### config.mk
export PLATFORM = sky130hd
export DESIGN_NAME = tccu_top
export DESIGN_NICKNAME = d
export VERILOG_FILES = /design/src/tccu_pkg.sv /design/src/tccu_top.sv
export SDC_FILE = /design/constraint.sdc
export NUM_CORES = 1
export LEC_CHECK = 0
export BUFFER_PORTS_ARGS = -buffer_cell sky130_fd_sc_hd__buf_2
export CAP_MARGIN = 25
export CORE_MARGIN = 4
export CORE_UTILIZATION = 62
export DETAILED_ROUTE_END_ITERATION = 16
export PLACE_DENSITY = 0.84
export SLEW_MARGIN = 20
export SYNTH_ARGS = -nofsm -noshare
export SYNTH_HDL_FRONTEND = slang
export SYNTH_SLANG_ARGS = --single-unit
### constraint.sdc
create_clock -name pclk -period 6.5 [get_ports pclk]
set_clock_uncertainty 0.2 [all_clocks]
set_input_delay 1.95 -clock pclk [delete_from_list [all_inputs] [get_ports pclk]]
set_output_delay 1.95 -clock pclk [all_outputs]
set_load 0.005 [all_outputs]
### src/tccu_pkg.sv
package tccu_pkg;

  // Bus geometry
  localparam int          ADDR_W          = 12;
  localparam int          DATA_W          = 32;

  // Register indices; the byte address is four times the index
  localparam logic [7:0]  IDX_PORT        = 8'hC0;
  localparam logic [7:0]  IDX_FLAGS       = 8'hC8;
  localparam logic [7:0]  IDX_SET_VAL     = 8'hD0;
  localparam logic [7:0]  IDX_CLEAR_VAL   = 8'hD1;
  localparam logic [7:0]  IDX_FLIP_VAL    = 8'hD2;
  localparam logic [7:0]  IDX_CAPTURE_A   = 8'hD4;
  localparam logic [7:0]  IDX_CAPTURE_B   = 8'hD5;
  localparam logic [7:0]  IDX_CAPTURE_C   = 8'hD6;
  localparam logic [7:0]  IDX_CAPTURE_D   = 8'hD7;
  localparam logic [7:0]  IDX_BYTE_OVF    = 8'hEA;
  localparam logic [7:0]  IDX_EDGE        = 8'hEB;
  localparam logic [7:0]  IDX_SET_EN      = 8'hEE;
  localparam logic [7:0]  IDX_CLR_FLIP_EN = 8'hEF;
  localparam logic [7:0]  IDX_PRIORITY    = 8'hF8;

  // Reset values
  localparam logic [7:0]  RST_PORT        = 8'h00;
  localparam logic [7:0]  RST_FLAGS       = 8'h00;
  localparam logic [7:0]  RST_EDGE        = 8'h00;
  localparam logic [7:0]  RST_SET_EN      = 8'hC0;
  localparam logic [7:0]  RST_CLR_FLIP_EN = 8'h00;
  localparam logic [7:0]  RST_PRIORITY    = 8'h00;
  localparam logic [15:0] RST_COMPARE     = 16'h0000;
  localparam logic [15:0] RST_CAPTURE     = 16'h0000;

  // Flag register fields
  localparam int          FLAG_WIDE_OVF   = 7;
  localparam int          FLAG_MATCH_C    = 6;
  localparam int          FLAG_MATCH_B    = 5;
  localparam int          FLAG_MATCH_A    = 4;
  localparam int          FLAG_CAPTURE_D  = 3;
  localparam int          FLAG_CAPTURE_C  = 2;
  localparam int          FLAG_CAPTURE_B  = 1;
  localparam int          FLAG_CAPTURE_A  = 0;
  localparam int          BYTE_OVF_BIT    = 4;

  // Port field split
  localparam int          SET_BITS        = 6;
  localparam int          FLIP_LO         = 6;

  // Machine cycle: six states, one clock each
  typedef enum logic [5:0] {
    TCCU_S1 = 6'h01,
    TCCU_S2 = 6'h02,
    TCCU_S3 = 6'h04,
    TCCU_S4 = 6'h08,
    TCCU_S5 = 6'h10,
    TCCU_S6 = 6'h20
  } tccu_phase_t;

endpackage

### src/tccu_top.sv
// Function
// Selected capture edge copies timer value into channel register and raises its flag.
// Each capture channel has a falling-enable and rising-enable bit; both gives either edge.
// Capture inputs sampled once per machine cycle; timer latched at that cycle's end.
// Every timer increment compares new value with all three compare registers.
// First compare match sets port bits 0-5 whose set-enable bit is one.
// Second compare match clears port bits 0-5 whose clear-enable bit is one.
// Third compare match toggles port bits 6 and 7 via last-operation flip-flops.
// Toggle alternates from stored last operation, regardless of software port writes.
// After reset the first toggle of each toggled bit sets the port latch.
// Toggle flip-flops read back read-only in set-enable bits 7 and 6.
// All three compare registers reset to zero.
// Match changes pins at S5 of next cycle; software writes at next S1.
// Hardware compare change beats software change to the same bit in one cycle.
// Simultaneous set and clear demands on one port bit leave it cleared.
// Capture flags 0,1 set at S4; flags 2,3 set at S6 of capture cycle.
// Compare flags set at S6 of the cycle after the match.
// Wide and byte overflow flags set at S6 of the overflow cycle.
// Nine flags: eight in flag register, byte overflow in its own register.
// Each priority bit set means high priority, cleared means low priority.
// Software clears flags itself; hardware never clears them on service.
`timescale 1ns/1ps
`default_nettype none

module tccu_top
  import tccu_pkg::*;
(
  input  wire logic              pclk,                // Bus and state clock
  input  wire logic              presetn,             // Async reset, active low
  input  wire logic              psel,                // APB select
  input  wire logic              penable,             // APB access phase
  input  wire logic              pwrite,              // APB direction
  input  wire logic [ADDR_W-1:0] paddr,               // APB byte address
  input  wire logic [DATA_W-1:0] pwdata,              // APB write data
  output var  logic [DATA_W-1:0] prdata,              // APB read data
  output var  logic              pready,              // APB ready
  output var  logic              pslverr,             // APB error on unmapped
  input  wire logic [15:0]       free_running_timer,  // Current timer value
  input  wire logic              timer_tick,          // Timer incremented, pulse
  input  wire logic              byte_overflow_in,    // Low byte overflow, pulse
  input  wire logic              wide_overflow_in,    // 16-bit overflow, pulse
  input  wire logic              capture_a_input,     // Capture event input A
  input  wire logic              capture_b_input,     // Capture event input B
  input  wire logic              capture_c_input,     // Capture event input C
  input  wire logic              capture_d_input,     // Capture event input D
  output var  logic [7:0]        port_pins,           // Driven output port
  output var  logic [7:0]        timer_flag_bits,     // Eight interrupt flags
  output var  logic              byte_overflow_flag,  // Ninth interrupt flag
  output var  logic [7:0]        timer_priority_bits, // Per-source priority
  output var  logic [5:0]        machine_state        // One-hot S1..S6
);

  function automatic logic addr_is(input logic [ADDR_W-1:0] a, input logic [7:0] idx);
    addr_is = (a[ADDR_W-1:2] == {2'h0, idx});
  endfunction

  // Rising- and falling-enable pair for one channel
  function automatic logic edge_hit(input logic prev, input logic now, input logic [1:0] sel);
    edge_hit = (sel[0] & ~prev & now) | (sel[1] & prev & ~now);
  endfunction

  tccu_phase_t phase;

  logic [7:0]  capture_edge_select;
  logic [5:0]  set_enable_bits;
  logic [1:0]  flip_state;
  logic [7:0]  clear_flip_enable_bits;
  logic [15:0] compare_set_value;
  logic [15:0] compare_clear_value;
  logic [15:0] compare_flip_value;
  logic [15:0] capture_reg [4];
  logic [3:0]  cap_in;
  logic [3:0]  cap_sample;
  logic [3:0]  cap_hit;
  logic [3:0]  next_cap_hit;
  logic [2:0]  match_cur;
  logic [2:0]  match_prev;
  logic [2:0]  next_match_cur;
  logic [1:0]  ovf_pend;
  logic [1:0]  next_ovf_pend;
  logic [7:0]  sw_mask;
  logic [7:0]  sw_data;
  logic [7:0]  hw_set;
  logic [7:0]  hw_clr;
  logic [1:0]  hw_flip;
  logic [7:0]  hw_touch;
  logic [7:0]  flag_set;
  logic        byte_set;
  logic        access;
  logic        wr_fire;
  logic        rd_take;
  logic        addr_hit;
  logic [7:0]  rd_byte;
  logic [15:0] rd_word;

  assign cap_in  = {capture_d_input, capture_c_input, capture_b_input, capture_a_input};
  assign access  = psel & penable;
  assign wr_fire = access & pready & pwrite;
  assign rd_take = access & ~pready;

  // Machine cycle sequencer
  always_ff @(posedge pclk or negedge presetn) begin
    if (!presetn) begin
      phase <= TCCU_S1;
    end else begin
      case (phase)
        TCCU_S1: phase <= TCCU_S2;
        TCCU_S2: phase <= TCCU_S3;
        TCCU_S3: phase <= TCCU_S4;
        TCCU_S4: phase <= TCCU_S5;
        TCCU_S5: phase <= TCCU_S6;
        TCCU_S6: phase <= TCCU_S1;
        default: phase <= TCCU_S1;
      endcase
    end
  end

  always_ff @(posedge pclk or negedge presetn) begin
    if (!presetn) begin
      machine_state <= TCCU_S1;
    end else begin
      case (phase)
        TCCU_S1: machine_state <= TCCU_S2;
        TCCU_S2: machine_state <= TCCU_S3;
        TCCU_S3: machine_state <= TCCU_S4;
        TCCU_S4: machine_state <= TCCU_S5;
        TCCU_S5: machine_state <= TCCU_S6;
        TCCU_S6: machine_state <= TCCU_S1;
        default: machine_state <= TCCU_S1;
      endcase
    end
  end

  // Capture edge detection, one sample per machine cycle
  always_comb begin
    next_cap_hit = cap_hit;
    for (int i = 0; i < 4; i++) begin
      next_cap_hit[i] = edge_hit(cap_sample[i], cap_in[i], capture_edge_select[2*i +: 2]);
    end
  end

  always_ff @(posedge pclk or negedge presetn) begin
    if (!presetn) begin
      cap_sample <= 4'h0;
      cap_hit    <= 4'h0;
    end else if (phase == TCCU_S1) begin
      cap_sample <= cap_in;
      cap_hit    <= next_cap_hit;
    end else if (phase == TCCU_S6) begin
      cap_hit    <= 4'h0;
    end
  end

  always_ff @(posedge pclk or negedge presetn) begin
    if (!presetn) begin
      for (int i = 0; i < 4; i++) begin
        capture_reg[i] <= RST_CAPTURE;
      end
    end else if (phase == TCCU_S6) begin
      for (int i = 0; i < 4; i++) begin
        if (cap_hit[i]) begin
          capture_reg[i] <= free_running_timer;
        end
      end
    end
  end

  // Compare on each increment; result carried into the next cycle
  always_comb begin
    next_match_cur = match_cur;
    if (timer_tick) begin
      next_match_cur[0] = match_cur[0] | (free_running_timer == compare_set_value);
      next_match_cur[1] = match_cur[1] | (free_running_timer == compare_clear_value);
      next_match_cur[2] = match_cur[2] | (free_running_timer == compare_flip_value);
    end
  end

  always_ff @(posedge pclk or negedge presetn) begin
    if (!presetn) begin
      match_cur  <= 3'h0;
      match_prev <= 3'h0;
    end else if (phase == TCCU_S6) begin
      match_prev <= next_match_cur;
      match_cur  <= 3'h0;
    end else begin
      match_cur  <= next_match_cur;
    end
  end

  always_comb begin
    next_ovf_pend = ovf_pend | {wide_overflow_in, byte_overflow_in};
  end

  always_ff @(posedge pclk or negedge presetn) begin
    if (!presetn) begin
      ovf_pend <= 2'h0;
    end else if (phase == TCCU_S6) begin
      ovf_pend <= 2'h0;
    end else begin
      ovf_pend <= next_ovf_pend;
    end
  end

  // Hardware port changes from the previous cycle's matches
  always_comb begin
    hw_set  = 8'h00;
    hw_clr  = 8'h00;
    hw_flip = 2'h0;
    if (match_prev[0]) begin
      hw_set[SET_BITS-1:0] = set_enable_bits;
    end
    if (match_prev[1]) begin
      hw_clr[SET_BITS-1:0] = clear_flip_enable_bits[SET_BITS-1:0];
    end
    if (match_prev[2]) begin
      hw_flip = clear_flip_enable_bits[7:FLIP_LO];
    end
    hw_touch = (hw_set | hw_clr) | {hw_flip, 6'h00};
  end

  always_ff @(posedge pclk or negedge presetn) begin
    if (!presetn) begin
      port_pins  <= RST_PORT;
      flip_state <= 2'h3;
    end else if (phase == TCCU_S5) begin
      port_pins[SET_BITS-1:0] <= (port_pins[SET_BITS-1:0] | hw_set[SET_BITS-1:0])
                                 & ~hw_clr[SET_BITS-1:0];
      for (int b = 0; b < 2; b++) begin
        if (hw_flip[b]) begin
          port_pins[FLIP_LO+b] <= flip_state[b];
        end
      end
      flip_state <= flip_state ^ hw_flip;
    end else if (phase == TCCU_S1) begin
      port_pins <= (port_pins & ~sw_mask) | (sw_data & sw_mask);
    end
  end

  // Software port write waits for the next S1
  always_ff @(posedge pclk or negedge presetn) begin
    if (!presetn) begin
      sw_mask <= 8'h00;
      sw_data <= 8'h00;
    end else if (wr_fire && addr_is(paddr, IDX_PORT)) begin
      sw_data <= pwdata[7:0];
      sw_mask <= (phase == TCCU_S5) ? ~hw_touch : 8'hFF;
    end else if (phase == TCCU_S5) begin
      sw_mask <= sw_mask & ~hw_touch;
    end else if (phase == TCCU_S1) begin
      sw_mask <= 8'h00;
    end
  end

  // Flag setting; a hardware set wins over a software clear
  always_comb begin
    flag_set = 8'h00;
    byte_set = 1'b0;
    if (phase == TCCU_S4) begin
      flag_set[FLAG_CAPTURE_A] = cap_hit[0];
      flag_set[FLAG_CAPTURE_B] = cap_hit[1];
    end
    if (phase == TCCU_S6) begin
      flag_set[FLAG_CAPTURE_C] = cap_hit[2];
      flag_set[FLAG_CAPTURE_D] = cap_hit[3];
      flag_set[FLAG_MATCH_A]   = match_prev[0];
      flag_set[FLAG_MATCH_B]   = match_prev[1];
      flag_set[FLAG_MATCH_C]   = match_prev[2];
      flag_set[FLAG_WIDE_OVF]  = next_ovf_pend[1];
      byte_set = next_ovf_pend[0] | next_ovf_pend[1];
    end
  end

  always_ff @(posedge pclk or negedge presetn) begin
    if (!presetn) begin
      timer_flag_bits <= RST_FLAGS;
    end else if (wr_fire && addr_is(paddr, IDX_FLAGS)) begin
      timer_flag_bits <= pwdata[7:0] | flag_set;
    end else begin
      timer_flag_bits <= timer_flag_bits | flag_set;
    end
  end

  always_ff @(posedge pclk or negedge presetn) begin
    if (!presetn) begin
      byte_overflow_flag <= 1'b0;
    end else if (wr_fire && addr_is(paddr, IDX_BYTE_OVF)) begin
      byte_overflow_flag <= pwdata[BYTE_OVF_BIT] | byte_set;
    end else begin
      byte_overflow_flag <= byte_overflow_flag | byte_set;
    end
  end

  // Configuration registers
  always_ff @(posedge pclk or negedge presetn) begin
    if (!presetn) begin
      capture_edge_select    <= RST_EDGE;
      set_enable_bits        <= RST_SET_EN[SET_BITS-1:0];
      clear_flip_enable_bits <= RST_CLR_FLIP_EN;
      timer_priority_bits    <= RST_PRIORITY;
    end else if (wr_fire) begin
      if (addr_is(paddr, IDX_EDGE)) begin
        capture_edge_select <= pwdata[7:0];
      end
      if (addr_is(paddr, IDX_SET_EN)) begin
        set_enable_bits <= pwdata[SET_BITS-1:0];
      end
      if (addr_is(paddr, IDX_CLR_FLIP_EN)) begin
        clear_flip_enable_bits <= pwdata[7:0];
      end
      if (addr_is(paddr, IDX_PRIORITY)) begin
        timer_priority_bits <= pwdata[7:0];
      end
    end
  end

  always_ff @(posedge pclk or negedge presetn) begin
    if (!presetn) begin
      compare_set_value   <= RST_COMPARE;
      compare_clear_value <= RST_COMPARE;
      compare_flip_value  <= RST_COMPARE;
    end else if (wr_fire) begin
      if (addr_is(paddr, IDX_SET_VAL)) begin
        compare_set_value <= pwdata[15:0];
      end
      if (addr_is(paddr, IDX_CLEAR_VAL)) begin
        compare_clear_value <= pwdata[15:0];
      end
      if (addr_is(paddr, IDX_FLIP_VAL)) begin
        compare_flip_value <= pwdata[15:0];
      end
    end
  end

  // Read multiplexer
  always_comb begin
    rd_byte  = 8'h00;
    rd_word  = 16'h0000;
    addr_hit = 1'b1;
    if (addr_is(paddr, IDX_PORT)) begin
      rd_byte = port_pins;
    end else if (addr_is(paddr, IDX_FLAGS)) begin
      rd_byte = timer_flag_bits;
    end else if (addr_is(paddr, IDX_BYTE_OVF)) begin
      rd_byte[BYTE_OVF_BIT] = byte_overflow_flag;
    end else if (addr_is(paddr, IDX_EDGE)) begin
      rd_byte = capture_edge_select;
    end else if (addr_is(paddr, IDX_SET_EN)) begin
      rd_byte = {flip_state, set_enable_bits};
    end else if (addr_is(paddr, IDX_CLR_FLIP_EN)) begin
      rd_byte = clear_flip_enable_bits;
    end else if (addr_is(paddr, IDX_PRIORITY)) begin
      rd_byte = timer_priority_bits;
    end else if (addr_is(paddr, IDX_SET_VAL)) begin
      rd_word = compare_set_value;
    end else if (addr_is(paddr, IDX_CLEAR_VAL)) begin
      rd_word = compare_clear_value;
    end else if (addr_is(paddr, IDX_FLIP_VAL)) begin
      rd_word = compare_flip_value;
    end else if (addr_is(paddr, IDX_CAPTURE_A)) begin
      rd_word = capture_reg[0];
    end else if (addr_is(paddr, IDX_CAPTURE_B)) begin
      rd_word = capture_reg[1];
    end else if (addr_is(paddr, IDX_CAPTURE_C)) begin
      rd_word = capture_reg[2];
    end else if (addr_is(paddr, IDX_CAPTURE_D)) begin
      rd_word = capture_reg[3];
    end else begin
      addr_hit = 1'b0;
    end
  end

  // APB slave: one wait state in every access
  always_ff @(posedge pclk or negedge presetn) begin
    if (!presetn) begin
      pready  <= 1'b0;
      pslverr <= 1'b0;
      prdata  <= 32'h0000_0000;
    end else begin
      pready <= rd_take;
      if (rd_take) begin
        pslverr <= ~addr_hit;
        prdata  <= pwrite ? 32'h0000_0000 : {16'h0000, rd_word | {8'h00, rd_byte}};
      end else begin
        pslverr <= 1'b0;
      end
    end
  end

endmodule

`default_nettype wire

Word level (Yosys, flattened, before mapping)
Cells that the tools add are included.

operators by class
  eq/ne operators = 25
  multiplexer cells = 61
  bitwise logic cells = 56
  reductions and logical operators = 19

operators by type and width
  kind                   number
  $mux W16               15
  $eq A10 B8 Y1 const B  14
  $mux W8                13
  $eq A16 B16 Y1         3
  $pmux W6 S5            1
  $reduce_and A2 Y1      13
  $and A8 B8 Y8          3
  $or A8 B8 Y8           3
  $and A1 B1 Y1          20
  $mux W1                20
  $mux W6                3
  $not A8 Y8             2
  $or A16 B8 Y16         1
  $mux W4                3
  $or A6 B6 Y6           2
  $not A1 Y1             10
  $or A1 B1 Y1           10
  $mux W3                3
  $or A6 B8 Y8           1
  $and A6 B6 Y6          1
  $eq A6 B1 Y1 const B   1
  $eq A6 B2 Y1 const B   1
  $eq A6 B3 Y1 const B   1
  $eq A6 B4 Y1 const B   1
  10 further kinds       16

storage, ports and cells
  flip-flop bits (word level) = 233
  input port bits = 72
  output and inout bits = 65
  logic and storage cells = 189

Depth between registers and ports, before layout
Gate-level depths: netlist of the first run.

  depth in word-level cells = 17
  gate-level depth with buffers = 8
  depth with buffers taken out = 6

Least setup slack after synthesis of the first run
OpenSTA, ideal clock, no wires.

  kind = input -> register
  start = input paddr[10]
  end = register set_enable_bits[0]
  library setup time = 0.125 ns
  data arrival time = 3.505 ns
  required time = 6.175 ns
  slack = 2.670 ns
  stages = 6
  path buffers = 2
  cell sequence = nand4bb_1 -> buf_2 -> or4_1 -> clkbuf_1 -> nor2_4 -> mux2_2

on the way
  word-level cells in the longest chain between the ends = 2

ends and longest elaborated chain
  element                      RTL line         RTL
  start, declared              tccu_top.sv:33   input wire logic [ADDR_W-1:0] paddr,
  $eq A10 B8 Y1                tccu_top.sv:54   addr_is = (a[ADDR_W-1:2] == {2'h0, idx});
  $reduce_and A2 Y1 (no line)  -
  end signal, assigned         tccu_top.sv:297  set_enable_bits <= RST_SET_EN[SET_BITS-1:0];
  end signal, assigned         tccu_top.sv:305  set_enable_bits <= pwdata[SET_BITS-1:0];
  end, declared                tccu_top.sv:65   logic [5:0] set_enable_bits;

No other way between the ends.
A chain may end at the register's enable or synchronous reset.

Final worst setup path of the first run
Same ends and word-level chain as after synthesis.

==> out/metrics.yaml, run 1 <==
status: "finished, final reports clean"
vias: 8204
clock_latency_ps: 510
maxCapViolCount: 0
start_kind: "input port"
avgSynthCellArea_um2: 11.7
finish.instance_area_um2: 12300
finalCritPeriodShare_pct: 69.4
rows: 48
final_nets: 1088
fmax_ghz: 0.222
grt-ovfl-total: 0
clock_path_buffers: 3
most-common-layout-cells: "dfrtp_1, mux2_2, buf_2"
period_needed_ps: 4510
worst_pin_slew_ps: 1060
tns_ps: 0
power_mw: 2.89
wl_met1_um: 12100
dpl_cell_area_um2: 11500
drt_first_iter_violations: 880
post-synth-top-area-cell: "dfrtp_1"
grt_pass1_wl_um: 46700
ctsHoldBuffers: 0
synthCells: 941
hpwl_um: 20200
dieWidth_um: 141
synth_area_um2: 11000
cts_root_buf: "clkbuf_16"
crit_arrival_ps: 4700
hp-class: "flop to flop"
grt_pass1_vias: 8235
via_per_inst: 6.54
finalWirelength_um: 29300
setup_viol: 0
grt_antenna_before_repair: 0
synth_edf_count: 0
grt_max_degree: 128
io_pins: 137
ant_nets: 0
critPathCaptureType: "flop"
highest_layer: "met4"
drc: 0
gp_congestion: 0.929
p_per_area_nw_per_um2: 235
yosys_warnings: 0
num_antenna_cells: 0
met2_length_um: 13700
wl_met3_um: 2560
ys_types: 80
core_area_um2: 17400
worstPathRequired_ps: 6690
ys_seq_area_share_pct: 49.3
cellLeakagePower_nw: 5.63
drv_slew: 0
cp_max_fo: 13
ys_top_cells_by_area: "dfrtp_1, mux2_2, xnor2_1"
post_cts_buffers: 0
clock-sinks: 217
ys.flop_type: "dfrtp_1"
dpl.cell_count: 1215
wire_per_inst_um: 23.3
ys_ff_latch: 217
area_growth_pct: 11.4
async_flop_share_pct: 100
clkTransAtPathRegs_ps: 60
htree_num_levels: 1
ir_drop_uv: 201
worstSetupPathType: "input port to flop"
hold_violations: 0
largest_register_ffs: 64
die_h_um: 141
grt_usage_pct: 29.8
initial_core_util_pct: 63.5
rsz0062_at_grt: "false"
fin_cells: 1255
io_buffers: 102
ctsResizeCount: 0
final_common_cell: "dfrtp_1"
dr.pass1.iters: 5
cts_tree: "yes"
relSlewSlack_pct: 28.9
die-area_um2: 20000
synth_top_area_share_pct: 48.6
cts_made_buffers: 24
drive_gt1_share_pct: 33.1
fill_cells: 1213
[final cells by class]
type                    count  area (um^2)  share of cell area [%]
clock inverters             7         62.6                   0.510
repair buffers            112          593                    4.83
well taps                 225          282                    2.29
flip-flops and latches    217         5430                    44.3
inverters                   8         31.3                   0.255
multi-input cells         653         5170                    42.1
clock buffers              33          696                    5.67
[path summary, 6_finish.rpt]
path	from	cells after the start	slack (ps)	to
max	paddr[10]	6	1990	set_enable_bits[0]
min	prdata[11]	2	280	prdata[11]
max reg2reg	machine_state[1]	4	3140	capture_reg[21]
min reg2reg	prdata[11]	2	280	prdata[11]
max in group asynchronous	presetn	2	3550	machine_state[4]
min in group asynchronous	presetn	1	1310	capture_reg[61]
[metal layers]
layer	global-route usage, %	vias up
met3	5.76	73
met2	46.7	442
met1	42.6	4139
met5	0	-
li1	-	3550
met4	9.43	0
[synth_stat cells, drive strengths merged (3+ instances only)]
cell and count:
a22o 9, o221ai 4, nor3b 4, a211oi 7
o22ai 5, nand2b 9, mux2 153, mux2i 27
mux4 12, nor2b 3, nand3 12, dfrtp 214
clkbuf 34, nor2 46, dfstp 3, nand4 12
a211o 3, nand3b 7, or3 6, nor4 16
or4 5, a32oi 11, xnor2 50, a22oi 11
a21boi 4, inv 6, o21ai 38, nor3 10
o311ai 4, buf 44, a31oi 6, nand2 87
a21oi 49
[through the flow]
step	hold slack, ps	worst slack, ps	util [%]
2_1_floorplan	249	2670	-
6_report	281	1990	70.7
3_5_place_dp	274	1550	66.3
3_3_place_gp	265	1590	66.3
4_1_cts	287	2060	70.7
5_1_grt	305	1940	70.7
[worst max-delay path, cell delays in order]
cell and delay (ps):
buf_2 100, nand4bb_1 720, buf_4 470, or4_1 770, nor2_4 310, mux2_2 380
[power breakdown]
part,switching (mW),internal (mW),leakage [nW]
logic,0.122,0.0695,2.43
registers,0.0122,1.37,2.82
clock network,0.527,0.781,0.375
[cell families after synthesis]
logic type,share of synthesized area (%)
AO/OA/AOI/OAI,9.61
XOR/XNOR,3.98
buffers and inverters,4.21
flip-flops,49.3
multiplexers,20.9
other,0.0341
AND/OR/NAND/NOR,11.9
Note: power is estimated with default switching activity, not from simulation.
==> inputs of run 2 (changes only) <==
Settings changed: ABC_AREA set to 1, CORE_UTILIZATION 62 to 53, PLACE_DENSITY 0.84 to 0.77.
Clock period 6.5 ns to 4.1 ns, I/O delays scaled along.
==> out/metrics.yaml, run 2 <==
power_mw: 4.87
rrSetupSlack_ps: 1630
tns_ps: 0
fmax_ghz: 0.313
synthTopCellsByCount: "nand2_1, o21ai_0, dfrtp_1"
clock_latency_ps: 510
die_h_um: 152
finish.instance_area_um2: 12600
synthCells: 1392
cts_root_buf: "clkbuf_16"
ctsResizeCount: 0
rsz0062_at_grt: "false"
path_depth: 14
finalCritPeriodShare_pct: 77.8
ir_drop_uv: 228
rr_worst_depth: 9
start_kind: "input port"
die-area_um2: 23000
seq_area_um2: 5430
yosys_warnings: 0
largest_register_ffs: 64
wire_per_inst_um: 18.5
synth_top_area_share_pct: 49.0
core_area_um2: 20300
initial_core_util_pct: 53.9
grt_usage_pct: 28.9
final_nets: 1567
slowest_delay_ps: 330
most-common-layout-cells: "nand2_1, o21ai_0, dfrtp_1"
area_growth_pct: 14.8
cellLeakagePower_nw: 6.15
via_per_inst: 5.65
ant_nets: 0
dpl_cell_area_um2: 11700
fill_cells: 1849
post-synth-top-area-cell: "dfrtp_1"
ys_top_cells_by_area: "dfrtp_1, nand2_1, o21ai_0"
crit_slowest_cell: "inv_1"
grt_antenna_before_repair: 1
setup_viol: 0
hp-class: "flop to flop"
dr.pass1.iters: 5
hpwl_um: 24200
worstPathRequired_ps: 4350
clock_path_buffers: 3
cp_max_fo: 14
vias: 10100
final_util_pct: 61.9
period_needed_ps: 3190
synth_edf_count: 0
min_from: "pready"
io_buffers: 102
final_common_cell: "nand2_1"
worst_pin_slew_ps: 924
crit_chain: "buf_2 -> inv_1 -> nor2_2 -> nand2_1 -> inv_1 -> nand3_1 -> nand3_1 -> inv_1 -> nand3_1 -> nor2_1 -> nand2_1 -> nand3_1 -> nand3_1 -> nand2_1"
r2r-end: "sw_mask[5]"
endpoint: "prdata[3]"
gp_congestion: 0.963
fin_hold_ws_ps: 258
yosysMostFrequentCell: "nand2_1"
ys.flop_type: "dfrtp_1"
grt-ovfl-total: 0
cp_top_family: "simple AND/OR/NAND/NOR gates"
cts_tree: "yes"
avgSynthCellArea_um2: 7.86
htree_num_levels: 1
relSlewSlack_pct: 38.2
dpl_worst_slack_ps: 478
path_buf_inv: 4
grt_max_degree: 77
cp_common_cell: "nand3_1"
synth_area_um2: 10900
grt_pass1_wl_um: 51400
crit_arrival_ps: 3440
fin_cells: 1781
ys_seq_area_share_pct: 49.7
grt_pass1_vias: 9265
status: "finished, final reports clean"
startpoint: "paddr[5]"
critPathCaptureType: "flop"
drv_slew: 0
drive_gt1_share_pct: 13.8
dieWidth_um: 152
ctsHoldBuffers: 0
clock-sinks: 217
finalWirelength_um: 32900
cts_made_buffers: 24
async_flop_share_pct: 100
multi_input_area_um2: 4660
rows: 52
num_antenna_cells: 0
fin_ws_ps: 910
timing.rr.start: "machine_state[0]"
clkTransAtPathRegs_ps: 60
drt_first_iter_violations: 1068
dpl.cell_count: 1739
hold_violations: 0
drc: 0
ys_types: 44
p_per_area_nw_per_um2: 387
io_pins: 137
worstSetupPathType: "input port to flop"
maxCapViolCount: 0
ys_ff_latch: 217
post_cts_buffers: 0
[run 2: changes by cell type in the layout (fill, tap and decap cells not counted), sizes merged, moves of 10 or more]
cell   previous run  this run
inv               6       153
mux2i            27         0
nand2            87       396
a32oi            11         0
o21ai            38       246
nor4             16         6
buf             112       124
nand3            12        64
a21oi            49        38
xnor2            50        12
nor2             46        84
mux4             12         0
o22ai             5        19
mux2            153         0
[run 2: where the power goes]
group	switching (mW)	internal, mW	total (mW)
Combinational	0.201	0.0874	0.289
Clock	0.849	1.45	2.30
Sequential	0.0507	2.23	2.28
Total	1.10	3.77	4.87
[run 2: how the worst min path moves through the flow]
| stage | slack [ps] | depth (start not counted) | endpoint |
|---|---|---|---|
| after floorplan | 250 | 2 | capture_reg[38] |
| after global placement | 260 | 1 | pready |
| after detailed placement | 260 | 1 | pready |
| after CTS | 260 | 1 | pready |
| after global routing | 300 | 2 | capture_reg[58] |
| final | 260 | 1 | pready |
[run 2: final cells by class]
type | instances | share of cell area, %
multi-input cells | 975 | 37.1
clock buffers | 33 | 5.62
repair buffers | 124 | 5.56
inverters | 153 | 4.57
flip-flops and latches | 217 | 43.3
clock inverters | 9 | 1.18
well taps | 270 | 2.69
[run 2: per-layer routing]
layer / global-route usage, % / part of all wire, % / vias up / routed length (um)
met5: 0 / 0.039 / - / 13
met4: 8.27 / 2.7 / 2 / 901
met1: 45.5 / 45 / 4733 / 14800
li1: - / - / 4776 / -
met2: 41.5 / 43 / 487 / 14100
met3: 4.37 / 9.4 / 62 / 3100
[run 2: logic make-up after synthesis]
kind of cell / share of synthesized area, %
compound gates: 17.7
xor+xnor: 1.68
buf+inv: 8.19
flops: 49.7
other cells: 0.0343
simple gates: 22.8
